<file path="src/rtl/aad_pkg.sv">
`default_nettype none
package aad_pkg;
	// Data space locations of the four internal pointer and scratch registers
	localparam logic [7:0] PTR0_ADDR  = 8'h80;
	localparam logic [7:0] PTR1_ADDR  = 8'h81;
	localparam logic [7:0] SCR0_ADDR  = 8'h82;
	localparam logic [7:0] SCR1_ADDR  = 8'h83;
	localparam logic [5:0] REG_WINDOW = PTR0_ADDR[7:2];
	// Stack space
	localparam logic [2:0] STACK_DEPTH = 3'h6;
	// Cycle counts per instruction
	localparam logic [2:0] CYC_STD = 3'h4;
	localparam logic [2:0] CYC_BR  = 3'h2;
	localparam logic [2:0] CYC_BTB = 3'h5;
	// Reset values
	localparam logic [11:0] PC_RST   = 12'h000;
	localparam logic [7:0]  BYTE_RST = 8'h00;
	// Opcode classes, bits 7:4
	localparam logic [3:0] CLS_JUMP = 4'h8;
	localparam logic [3:0] CLS_CALL = 4'h9;
	localparam logic [3:0] CLS_BTB  = 4'hA;
	localparam logic [3:0] CLS_BIT  = 4'hB;
	localparam logic [3:0] CLS_IND0 = 4'hC;
	localparam logic [3:0] CLS_IND1 = 4'hD;
	localparam logic [3:0] CLS_DIR  = 4'hE;
	localparam logic [3:0] CLS_SHRT = 4'hF;
	// Operation codes, bits 3:0
	localparam logic [3:0] OP_LDA  = 4'h0;
	localparam logic [3:0] OP_STA  = 4'h1;
	localparam logic [3:0] OP_ADD  = 4'h2;
	localparam logic [3:0] OP_AND  = 4'h3;
	localparam logic [3:0] OP_CP   = 4'h4;
	localparam logic [3:0] OP_SUB  = 4'h5;
	localparam logic [3:0] OP_INC  = 4'h6;
	localparam logic [3:0] OP_DEC  = 4'h7;
	localparam logic [3:0] OP_CLR  = 4'h8;
	localparam logic [3:0] OP_COM  = 4'h9;
	localparam logic [3:0] OP_RLC  = 4'hA;
	localparam logic [3:0] OP_SLA  = 4'hB;
	localparam logic [3:0] OP_RET  = 4'hC;
	localparam logic [3:0] OP_NOP  = 4'hD;
	localparam logic [3:0] OP_CLRA = 4'hE;
	localparam logic [3:0] OP_LDIM = 4'hF;
	localparam logic [3:0] OP_LDIA = 4'hE;
	localparam logic [3:0] OP_IMM0 = 4'hA;
	typedef enum logic [4:0] {
		ST_FETCH = 5'b00001,
		ST_B2    = 5'b00010,
		ST_B3    = 5'b00100,
		ST_EXEC  = 5'b01000,
		ST_WAIT  = 5'b10000
	} aad_state_e;
	typedef struct packed {
		logic       we;
		logic [7:0] addr;
		logic [7:0] wdata;
	} aad_dreq_s;
	typedef struct packed {
		logic       valid;
		logic [1:0] len;
		logic [2:0] cyc;
		logic       ind;
		logic       shrt;
		logic       imm;
	} aad_dec_s;
endpackage : aad_pkg
`default_nettype wire

</file>
<file path="src/rtl/aad_core.sv">
// What this block does
// - Six 12-bit stack cells hold return addresses for calls.
// - Immediate operand is the program byte right after the opcode.
// - Direct mode: next byte is an 8-bit data address, two-byte instruction.
// - Short direct: opcode bits pick one of 80h..83h, one byte.
// - Far jump/call target is opcode low nibble joined with next byte.
// - Relative branch: condition, direction bit, 4-bit span; range -15..+16.
// - Untaken branch simply continues with the following instruction.
// - Bit direct: opcode gives bit, next byte the address; set or clear.
// - Bit test-and-branch: three bytes, displacement -127..+128.
// - Indirect: opcode bit 4 picks pointer 80h or 81h.
// - Inherent instructions decode from the opcode alone.
// - Moves take 4 cycles, update zero, keep carry.
// - Load constant: accumulator sets zero; data byte in three bytes, no flags.
// - Sum, conjunction, compare, difference use accumulator; update zero and carry.
// - Increment, decrement, zero-fill reach any data location; increment and decrement update zero flag only, zero-fill no flags.
// - Invert, rotate, shift act on accumulator; update zero and carry.
// - Decoder recognises the valid opcodes of all eight classes.
// - Bit test-and-branch copies the tested bit into carry.
`default_nettype none
module aad_core
	import aad_pkg::*;
(
	// Clock and reset
	input  wire logic        clk_in,
	input  wire logic        rst_b_in,
	// Program memory
	output logic      [11:0] pmem_addr_out,
	input  wire logic [7:0]  pmem_data_in,
	// Data space
	output aad_dreq_s        dmem_req_out,
	input  wire logic [7:0]  dmem_rdata_in,
	// Core state
	output logic      [7:0]  acc_out,
	output logic             zero_out,
	output logic             carry_out,
	output logic             illegal_out
);

	function automatic aad_dec_s decode(input logic [7:0] op);
		aad_dec_s d;
		d = '{valid: 1'b1, len: 2'h1, cyc: CYC_STD, ind: 1'b0, shrt: 1'b0, imm: 1'b0};
		if (!op[7]) begin
			d.cyc = CYC_BR;
		end else begin
			case (op[7:4])
				CLS_JUMP, CLS_CALL, CLS_BIT: d.len = 2'h2;
				CLS_BTB: begin
					d.len = 2'h3;
					d.cyc = CYC_BTB;
				end
				CLS_IND0, CLS_IND1: begin
					if (op[3:0] <= OP_CLR) begin
						d.ind = 1'b1;
					end else if (op[4] || op[3:0] == OP_LDIM) begin
						d.valid = 1'b0;
						d.cyc = CYC_BR;
					end else if (op[3:0] == OP_RET || op[3:0] == OP_NOP) begin
						d.cyc = CYC_BR;
					end
				end
				CLS_DIR: begin
					d.len = 2'h2;
					if (op[3:0] == OP_COM) begin
						d.len = 2'h3;
					end else if (op[3:0] == OP_LDIM) begin
						d.valid = 1'b0;
						d.len = 2'h1;
						d.cyc = CYC_BR;
					end else if (op[3:0] >= OP_IMM0) begin
						d.imm = 1'b1;
					end
				end
				default: d.shrt = 1'b1;
			endcase
		end
		return d;
	endfunction : decode

	function automatic logic [3:0] alu_op(input logic [7:0] op);
		logic [3:0] a;
		a = op[3:0];
		if (op[7:4] == CLS_SHRT) begin
			case (op[3:2])
				2'h0:    a = OP_LDA;
				2'h1:    a = OP_STA;
				2'h2:    a = OP_INC;
				default: a = OP_DEC;
			endcase
		end else if (op[7:4] == CLS_DIR) begin
			if (op[3:0] == OP_COM) begin
				a = OP_LDIM;
			end else if (op[3:0] == OP_LDIA) begin
				a = OP_LDA;
			end else if (op[3:0] >= OP_IMM0) begin
				a = op[3:0] - 4'h8;
			end
		end
		return a;
	endfunction : alu_op

	aad_state_e  st_q, st_d;
	logic [7:0]  op_q, op_d;
	logic [7:0]  b2_q, b2_d;
	logic [7:0]  b3_q, b3_d;
	logic [11:0] pc_q, pc_d;
	logic [11:0] ipc_q, ipc_d;
	logic [2:0]  cyc_q, cyc_d;
	logic [7:0]  acc_q, acc_d;
	logic        z_q, z_d;
	logic        c_q, c_d;
	logic        ill_q, ill_d;
	logic [7:0]  regs_q [4];
	logic [7:0]  regs_d [4];
	logic [11:0] stk_q [6];
	logic [11:0] stk_d [6];
	logic [2:0]  sp_q, sp_d;
	aad_dreq_s   dreq_q, dreq_d;

	aad_dec_s    dc;
	aad_dec_s    dcf;
	logic [7:0]  memv;
	logic [7:0]  opnd;
	logic [7:0]  wv;
	logic        wr_en;
	logic [8:0]  sum9;
	logic [8:0]  dif9;
	logic        tk;
	logic        last;

	always_comb begin
		st_d   = st_q;
		op_d   = op_q;
		b2_d   = b2_q;
		b3_d   = b3_q;
		pc_d   = pc_q;
		ipc_d  = ipc_q;
		cyc_d  = cyc_q + 3'h1;
		acc_d  = acc_q;
		z_d    = z_q;
		c_d    = c_q;
		ill_d  = 1'b0;
		regs_d = regs_q;
		stk_d  = stk_q;
		sp_d   = sp_q;
		dreq_d = '{we: 1'b0, addr: dreq_q.addr, wdata: dreq_q.wdata};
		dc     = decode(op_q);
		dcf    = decode(pmem_data_in);
		memv   = (dreq_q.addr[7:2] == REG_WINDOW) ? regs_q[dreq_q.addr[1:0]] : dmem_rdata_in;
		opnd   = dc.imm ? b2_q : memv;
		wv     = memv;
		wr_en  = 1'b0;
		sum9   = {1'b0, acc_q} + {1'b0, opnd};
		dif9   = {1'b0, acc_q} - {1'b0, opnd};
		tk     = 1'b0;
		last   = (cyc_q == dc.cyc - 3'h1);
		case (st_q)
			ST_FETCH: begin
				op_d  = pmem_data_in;
				ipc_d = pc_q;
				pc_d  = pc_q + 12'h001;
				cyc_d = 3'h1;
				ill_d = !dcf.valid;
				if (dcf.len != 2'h1) begin
					st_d = ST_B2;
				end else begin
					st_d = ST_EXEC;
					if (dcf.shrt) begin
						dreq_d.addr = {REG_WINDOW, pmem_data_in[1:0]};
					end else begin
						dreq_d.addr = pmem_data_in[4] ? regs_q[1] : regs_q[0];
					end
				end
			end
			ST_B2: begin
				b2_d = pmem_data_in;
				pc_d = pc_q + 12'h001;
				if (dc.len == 2'h3) begin
					st_d = ST_B3;
				end else begin
					st_d        = ST_EXEC;
					dreq_d.addr = pmem_data_in;
				end
			end
			ST_B3: begin
				b3_d        = pmem_data_in;
				pc_d        = pc_q + 12'h001;
				st_d        = ST_EXEC;
				dreq_d.addr = b2_q;
			end
			ST_EXEC: begin
				st_d = last ? ST_FETCH : ST_WAIT;
				if (!op_q[7]) begin
					case (op_q[6:5])
						2'h0:    tk = !z_q;
						2'h1:    tk = !c_q;
						2'h2:    tk = z_q;
						default: tk = c_q;
					endcase
					if (tk) begin
						pc_d = op_q[4] ? ipc_q - {8'h00, op_q[3:0]}
							: ipc_q + {8'h00, op_q[3:0]} + 12'h001;
					end
				end else begin
					case (op_q[7:4])
						CLS_JUMP: pc_d = {op_q[3:0], b2_q};
						CLS_CALL: begin
							pc_d = {op_q[3:0], b2_q};
							if (sp_q == STACK_DEPTH) begin
								stk_d[5] = pc_q;
							end else begin
								stk_d[sp_q] = pc_q;
								sp_d = sp_q + 3'h1;
							end
						end
						CLS_BTB: begin
							c_d = memv[op_q[3:1]];
							if (memv[op_q[3:1]] == op_q[0]) begin
								pc_d = ipc_q + 12'h001 + {{4{b3_q[7]}}, b3_q};
							end
						end
						CLS_BIT: begin
							wv[op_q[3:1]] = op_q[0];
							wr_en = 1'b1;
						end
						default: begin
							case (dc.valid ? alu_op(op_q) : OP_NOP)
								OP_LDA: begin
									acc_d = opnd;
									z_d   = (opnd == 8'h00);
								end
								OP_STA: begin
									wv    = acc_q;
									wr_en = 1'b1;
									z_d   = (acc_q == 8'h00);
								end
								OP_ADD: begin
									acc_d = sum9[7:0];
									c_d   = sum9[8];
									z_d   = (sum9[7:0] == 8'h00);
								end
								OP_AND: begin
									acc_d = acc_q & opnd;
									c_d   = 1'b0;
									z_d   = ((acc_q & opnd) == 8'h00);
								end
								OP_CP: begin
									c_d = dif9[8];
									z_d = (dif9[7:0] == 8'h00);
								end
								OP_SUB: begin
									acc_d = dif9[7:0];
									c_d   = dif9[8];
									z_d   = (dif9[7:0] == 8'h00);
								end
								OP_INC: begin
									wv    = memv + 8'h01;
									wr_en = 1'b1;
									z_d   = (wv == 8'h00);
								end
								OP_DEC: begin
									wv    = memv - 8'h01;
									wr_en = 1'b1;
									z_d   = (wv == 8'h00);
								end
								OP_CLR: begin
									wv    = 8'h00;
									wr_en = 1'b1;
								end
								OP_COM: begin
									acc_d = ~acc_q;
									c_d   = acc_q[7];
									z_d   = (acc_q == 8'hFF);
								end
								OP_RLC: begin
									{c_d, acc_d} = {acc_q, c_q};
									z_d = ({acc_q[6:0], c_q} == 8'h00);
								end
								OP_SLA: begin
									{c_d, acc_d} = {acc_q, 1'b0};
									z_d = (acc_q[6:0] == 7'h00);
								end
								OP_RET: begin
									if (sp_q != 3'h0) begin
										pc_d = stk_q[sp_q - 3'h1];
										sp_d = sp_q - 3'h1;
									end
								end
								OP_CLRA: begin
									acc_d = 8'h00;
									z_d   = 1'b1;
									c_d   = 1'b0;
								end
								OP_LDIM: begin
									wv    = b3_q;
									wr_en = 1'b1;
								end
								default: ;
							endcase
						end
					endcase
				end
				if (wr_en) begin
					if (dreq_q.addr[7:2] == REG_WINDOW) begin
						regs_d[dreq_q.addr[1:0]] = wv;
					end else begin
						dreq_d.we    = 1'b1;
						dreq_d.wdata = wv;
					end
				end
			end
			ST_WAIT: begin
				if (last) begin
					st_d = ST_FETCH;
				end
			end
			default: st_d = ST_FETCH;
		endcase
	end

	always_ff @(posedge clk_in or negedge rst_b_in) begin
		if (!rst_b_in) begin
			st_q   <= ST_FETCH;
			op_q   <= BYTE_RST;
			b2_q   <= BYTE_RST;
			b3_q   <= BYTE_RST;
			pc_q   <= PC_RST;
			ipc_q  <= PC_RST;
			cyc_q  <= 3'h0;
			acc_q  <= BYTE_RST;
			z_q    <= 1'b0;
			c_q    <= 1'b0;
			ill_q  <= 1'b0;
			regs_q <= '{default: BYTE_RST};
			stk_q  <= '{default: PC_RST};
			sp_q   <= 3'h0;
			dreq_q <= '0;
		end else begin
			st_q   <= st_d;
			op_q   <= op_d;
			b2_q   <= b2_d;
			b3_q   <= b3_d;
			pc_q   <= pc_d;
			ipc_q  <= ipc_d;
			cyc_q  <= cyc_d;
			acc_q  <= acc_d;
			z_q    <= z_d;
			c_q    <= c_d;
			ill_q  <= ill_d;
			regs_q <= regs_d;
			stk_q  <= stk_d;
			sp_q   <= sp_d;
			dreq_q <= dreq_d;
		end
	end

	// Outputs straight from flops
	assign pmem_addr_out = pc_q;
	assign dmem_req_out  = dreq_q;
	assign acc_out       = acc_q;
	assign zero_out      = z_q;
	assign carry_out     = c_q;
	assign illegal_out   = ill_q;

endmodule : aad_core
`default_nettype wire

</file>
<file path="config.mk">
export PLATFORM = sky130hd
export DESIGN_NAME = aad_core
export DESIGN_NICKNAME = d
export VERILOG_FILES = /design/src/rtl/aad_pkg.sv /design/src/rtl/aad_core.sv
export SDC_FILE = /design/constraint.sdc
export NUM_CORES = 1
export LEC_CHECK = 0
export BUFFER_PORTS_ARGS = -buffer_cell sky130_fd_sc_hd__buf_2
export CORE_UTILIZATION = 34
export DETAILED_ROUTE_END_ITERATION = 16
export GPL_ROUTABILITY_DRIVEN = 0
export PLACE_DENSITY = 0.51
export SLEW_MARGIN = 20
export SYNTH_ARGS = -nofsm -noshare
export SYNTH_HDL_FRONTEND = slang
export SYNTH_SLANG_ARGS = --single-unit
export TNS_END_PERCENT = 20
</file>
<file path="constraint.sdc">
create_clock -name clk_in -period 3.5 [get_ports clk_in]
set_input_delay 0.7 -clock clk_in [delete_from_list [all_inputs] [get_ports clk_in]]
set_output_delay 0.7 -clock clk_in [all_outputs]
set_load 0.05 [all_outputs]
</file>
# --- Yosys cells after proc, flatten, opt, wreduce, memory -nomap -nowiden ---
# Cells that the tools add are included.
word_totals:
  reg_bits: 191
  inputBits: 18
  output_inout_bits: 40
op_classes:
  addsub: 15
  order_cmp: 11
  eq_ne: 61
  mux: 105
  n_bitwise: 10
  n_reduce_logical: 53
op_table:
  columns: ["cell", "n"]
  rows:
  - ["$mux 12", 10]
  - ["$eq 4x4->1 const B", 29]
  - ["$mux 8", 11]
  - ["$bwmux 72", 1]
  - ["$logic_not 8->1", 8]
  - ["$pmux 8 s8", 1]
  - ["$mux 4", 11]
  - ["$pmux 8 s5", 1]
  - ["$add 12x1->12 const B", 3]
  - ["$bmux 12 s3", 1]
  - ["$demux 12 s3", 1]
  - ["$pmux 12 s3", 1]
  - ["$mux 3", 11]
  - ["$bwmux 32", 1]
  - ["$mux 1", 27]
  - ["$pmux 5 s5", 1]
  - ["$pmux 12 s2", 1]
  - ["$pmux 8 s3", 1]
  - ["$pmux 3 s3", 2]
  - ["$reduce_or 3->1", 6]
  - ["$bmux 8 s2", 1]
  - ["$demux 8 s2", 1]
  - ["$eq 4x3->1 const B", 4]
  - ["$ge 4x4->1 const B", 4]
  - ["other kinds (73)", 117]

# --- Depth between registers and ports, before layout ---
depth:
  depth_word: 18
  ltp_mapped: 18

# --- Least setup slack after synthesis ---
# No wires, ideal clock.
synth_timing:
  path_type: "register to register"
  from: "register dreq_q (netlist bit dmem_req_out[8])"
  to: "register c_q, in the netlist carry_out"
  arrival_time_ns: 3.723
  required_time_ns: 3.366
  slack_ns: -0.357
  path_stages_with_launch: 18
  period_less_slack_ns: 3.857
  path_cell_list: "dfrtp_1 -> buf_6 -> mux4_2 -> and3_1 -> a21oi_1 -> a21oi_1 -> ha_1 -> inv_1 -> fa_1 -> nor2b_1 -> o21ai_0 -> a21boi_0 -> nor3_1 -> o21bai_1 -> a21oi_1 -> o31ai_1 -> o32ai_1 -> o31ai_1"
synth_via:
  elab_chain_len: 9
synth_rtl:
  columns: ["element", "line", "source"]
  rows:
  - ["from (decl)", "aad_core.sv:118", "aad_dreq_s dreq_q, dreq_d;"]
  - ["from (signal assigned)", "aad_core.sv:353", "dreq_q <= dreq_d;"]
  - ["$not 2->3 (not written as such) (*)", "aad_core.sv:149", "memv = (dreq_q.addr[7:2] == REG_WINDOW) ? regs_q[dreq_q.addr[1:0]] : dmem_rdata_in;"]
  - ["$bmux 8 s2 (*)", "aad_core.sv:149", null]
  - ["$mux 8 (not written as such) (*) (2 in series)", "aad_core.sv:149", null]
  - ["$mux 8 (*)", "aad_core.sv:149", null]
  - ["$mux 8", "aad_core.sv:150", "opnd = dc.imm ? b2_q : memv;"]
  - ["$sub 8x8->9 or $add 8x8->9 (tied branches)", "aad_core.sv:154, aad_core.sv:153", null]
  - ["$pmux 1 s4", "aad_core.sv:227", "case (dc.valid ? alu_op(op_q) : OP_NOP)"]
  - ["$pmux 1 s2 (*)", "aad_core.sv:205", "case (op_q[7:4])"]
  - ["to (signal assigned)", "aad_core.sv:332", "c_q <= 1'b0;"]
  - ["to (signal assigned)", "aad_core.sv:348", "c_q <= c_d;"]
  - ["to (decl)", "aad_core.sv:111", "logic c_q, c_d;"]
# Mark *: on every way between the ends. The rest lies on a longest branch, timed or not. The select of a mux whose other input is x is not followed.
# A chain may end at the register's enable or synchronous reset.

# --- Final worst setup path ---
layout_timing:
  from: "register dreq_q (netlist bit dmem_req_out[12])"
  to: "register acc_q[7], in the netlist acc_out[7]"
layout_via:
  elab_chain_len: 5
layout_rtl:
  columns: ["element", "line", "source"]
  rows:
  - ["$eq 6x6->1 (*)", "aad_core.sv:149", null]
  - ["$mux 8 (*)", "aad_core.sv:149", null]
  - ["$mux 8 (*)", "aad_core.sv:150", null]
  - ["$sub 8x8->9, or another cell as far along", "aad_core.sv:154", "dif9 = {1'b0, acc_q} - {1'b0, opnd};"]
  - ["$pmux 8 s8 (*)", "aad_core.sv:227", null]
  - ["to (signal assigned)", "aad_core.sv:330", "acc_q <= BYTE_RST;"]
  - ["to (signal assigned)", "aad_core.sv:346", "acc_q <= acc_d;"]
  - ["to (decl)", "aad_core.sv:109", "logic [7:0] acc_q, acc_d;"]
# Mark *: on every way between the ends. The rest lies on a longest branch, timed or not.

==> impl_metrics.ini <==
[cells_and_area]
regArea_um2 = 4791
layout-drive-gt1-share_pct = 27.59
diodes = 0
multiInputGateArea_um2 = 7880
area_delta_synth_final_pct = 20.58
fin_nets = 1626
final_cell_count_no_fill = 2084
n_fill_cell = 3705

[critical_path]
worstSetupEndpointType = flip-flop
crit_fanout = 9
critPathArrivalTime_ps = 3810
crit_required_ps = 3850
r2r_start = dmem_req_out[12]
r2r_slack_ps = 40
r2r_end = acc_out[7]
startpoint_type = flip-flop
rr_worst_depth = 15
path_class = reg2reg

[place]
place_ws_ps = -26.61
io_buffers = 57
dp_cells = 2042
dp_hpwl_mm = 34.11

[drt]
drtIter0Drc = 1134
first_pass_iters = 5
drc = 0
vias_per_cell = 5.770
vias = 12020
wirelength_mm = 45.37
detail-route-antenna-nets = 0
wire_per_inst_um = 21.77

[clock_network]
cts.hold.buffers_added = 0
ctsHtreeMaxLevel = 4
clock_latency_ps = 470
cts_max_path_buffers = 2
numCtsBuffers = 17
cts_root_buf = clkbuf_16
cts_tree = done
clk_pin_slew_ps = 80
cts.sinks = 191

[sta]
drv_slew = 0
finClkSkew_ps = 14.73
post-route-min-period_ps = 3456
hold_viol = 0
slew_headroom_pct = 29.80
finalSetupViolCount = 0
fmax_mhz = 289.4
grt_setup_unrepaired = true
setup_ws_ps = 44.03
max_slew.worst_pin.slew_ps = 1045
period_share_pct = 98.74

[die]
die_x_um = 196.9
start_util_pct = 34.46
coreArea_um2 = 37490
fp.dieH_um = 196.9
num_rows = 71
io_pins = 58
dieArea_um2 = 38780

[grt]
antenna_found_initial = 0
grt_pass1_vias = 11730
grt_pass1_wl_mm = 69.97
grt_max_degree = 72
grt_use_total_pct = 23.75
grt-ovfl-total = 0

[status]
status = complete, no violations

[pwr]
power.share.switching_pct = 50.25
p_seq_share_pct = 25.8
netSwitchingPower_uw = 6979
ir_drop_mv = 0.4576
powerDensity_nw_per_um2 = 891.7
pwr-share-comb_pct = 59.7
leakagePower_uw = 0.006735
internal-power_uw = 6911
p_clk_share_pct = 14.6

[synth]
yosysWarnings = 0
synth_nets = 1485
synth-seq-cells = 191
async_reset_ff_share_pct = 100.0
synth_ff_type = dfrtp_1
syn-cell-area_um2 = 12920
syn_avg_cell_area_um2 = 9.104
synthCells = 1419
synth-edff-count = 0
seq_area_frac_synth_pct = 37.01
synth.distinct_cells = 83

[hold_path]
worst_hold_path_type = in2async

[job]
cap_violations = 0
[per-layer routing]
metal	wire length [um]	global-route usage [%]	up-vias
met3	2855	3.285	85
met1	20130	32.61	5966
met4	1181	7.781	0
met5	0	0	-
li1	-	-	5542
met2	21210	38.44	431
[worst max-delay path, cell delays in order (launching register included)]
cell and delay (ps):
dfrtp_2 430, nor4_4 390, buf_4 190, nand2_2 110, buf_4 210, a21oi_2 190, nand2_1 70, o21a_1 170
inv_1 140, ha_1 230, inv_1 70, and3_1 190, a221o_1 280, a211oi_2 240, nor2_1 70, o32a_1 350
[through the flow]
step | TNS (ps) | hold WS, ps | total power (uW) | utilization [%] | cell area (um2)
after floorplan | -90.62 | 404.4 | 8507 | - | 12950
after global placement | 0 | 456.8 | 11440 | 39.09 | 14650
after detailed placement | -57.33 | 467.5 | 11480 | 39.09 | 14650
after CTS | 0 | 239.1 | 13590 | 40.83 | 15310
after global routing | -325.3 | 271.7 | 14770 | 41.55 | 15580
final | 0 | 229.7 | 13890 | 41.55 | 15580
[state kept, by name, summed over array words and instances (netlist names), 5 cells and up]
signal and flops:
dmem_req_out 17, op_q 8, b3_q 8, pmem_addr_out 12
acc_out 8, ipc_q 12, regs_q 32, st_q 5
b2_q 8, stk_q 72
[layout make-up]
type,instances,share of cell area [%]
well taps,511,4.104
repair buffers,212,9.598
clock buffers,17,2.731
flip-flops and latches,191,30.76
clock inverters,15,1.116
inverters,46,1.108
multi-input cells,1092,50.59
[logic make-up after synthesis]
family	synth area share [%]
compound gates	20.18
xor+xnor	2.780
fa+ha+maj	4.881
buf+inv	4.184
flops	37.01
mux	13.13
simple gates	17.83
[synth_stat cells, types with 7 or more instances]
master     instances  area share [%]
a211oi_1          12            0.70
mux4_2            18             3.1
nor4_1            15            0.73
and3_1            20            0.97
a222oi_1          11            0.85
nor2_1            96             2.8
xor2_1            12            0.81
nand4_1           12            0.58
o21ai_0           94             3.6
o21a_1            11            0.64
o31ai_1           13            0.76
o22ai_1           10            0.48
a22oi_1           12            0.70
dfrtp_1          190              37
a21o_1             7            0.41
a221oi_1          12            0.81
buf_1             14            0.41
xnor2_1           29             2.0
nand3_1           41             1.6
nor3_1            32             1.2
a2bb2oi_1          8            0.54
a32oi_1            7            0.47
buf_2             12            0.46
o211ai_1           8            0.46
a31oi_1           14            0.68
nand2b_1          13            0.63
nand3b_1           8            0.46
nor2b_1            7            0.34
inv_1             45             1.3
ha_1              44             4.3
nand2_1          193             5.6
mux2_2            86             7.5
a21oi_1           89             3.4
mux2i_1           24             1.9
clkbuf_1          62             1.8
[placed cells by master (no fill, tap or decap), types with 7 or more instances in the layout]
cell	instances
nand2_1	192
dfrtp_1	182
buf_4	152
nor2_1	95
o21ai_0	92
mux2_2	86
a21oi_1	80
buf_2	56
inv_1	43
nand3_1	39
ha_1	37
nor3_1	28
xnor2_1	27
mux2i_1	24
and3_1	19
mux4_2	18
clkbuf_16	17
nand2b_1	13
nor4_1	13
a31oi_1	13
nand4_1	12
a22oi_1	12
a221oi_1	12
xor2_1	12
o21a_1	11
a222oi_1	11
a21oi_2	10
o31ai_1	10
o22ai_1	9
o211ai_1	8
a211oi_1	8
nand3b_1	8
dfrtp_2	8
a21o_1	7
a32oi_1	7
a2bb2oi_1	7
[power by group through the flow]
stage / registers (uW) / clock network, uW / logic, uW
2_1_floorplan: 3930 / 0 / 4570
3_3_place_gp: 3600 / 0 / 7840
3_5_place_dp: 3610 / 0 / 7870
4_1_cts: 3560 / 2080 / 7960
5_1_grt: 3650 / 2150 / 8960
6_report: 3580 / 2020 / 8290
[how the worst max path moves through the flow]
stage,from,end,slack (ps)
2_1_floorplan,dmem_req_out[8],acc_out[7],-90
3_3_place_gp,dmem_req_out[8],zero_out,30
3_5_place_dp,dmem_req_out[8],carry_out,-30
4_1_cts,dmem_req_out[8],zero_out,10
5_1_grt,dmem_req_out[12],carry_out,-100
6_report,dmem_req_out[12],acc_out[7],40
[repair_timing]
item,CTS,global route
gates resized for setup,9,42
pin swaps,9,24
buffers inserted,3,7
hold endpoints to repair,0,0
gates cloned,0,0
endpoints found under the setup margin,4,26
(Power assumes the default switching activity.)
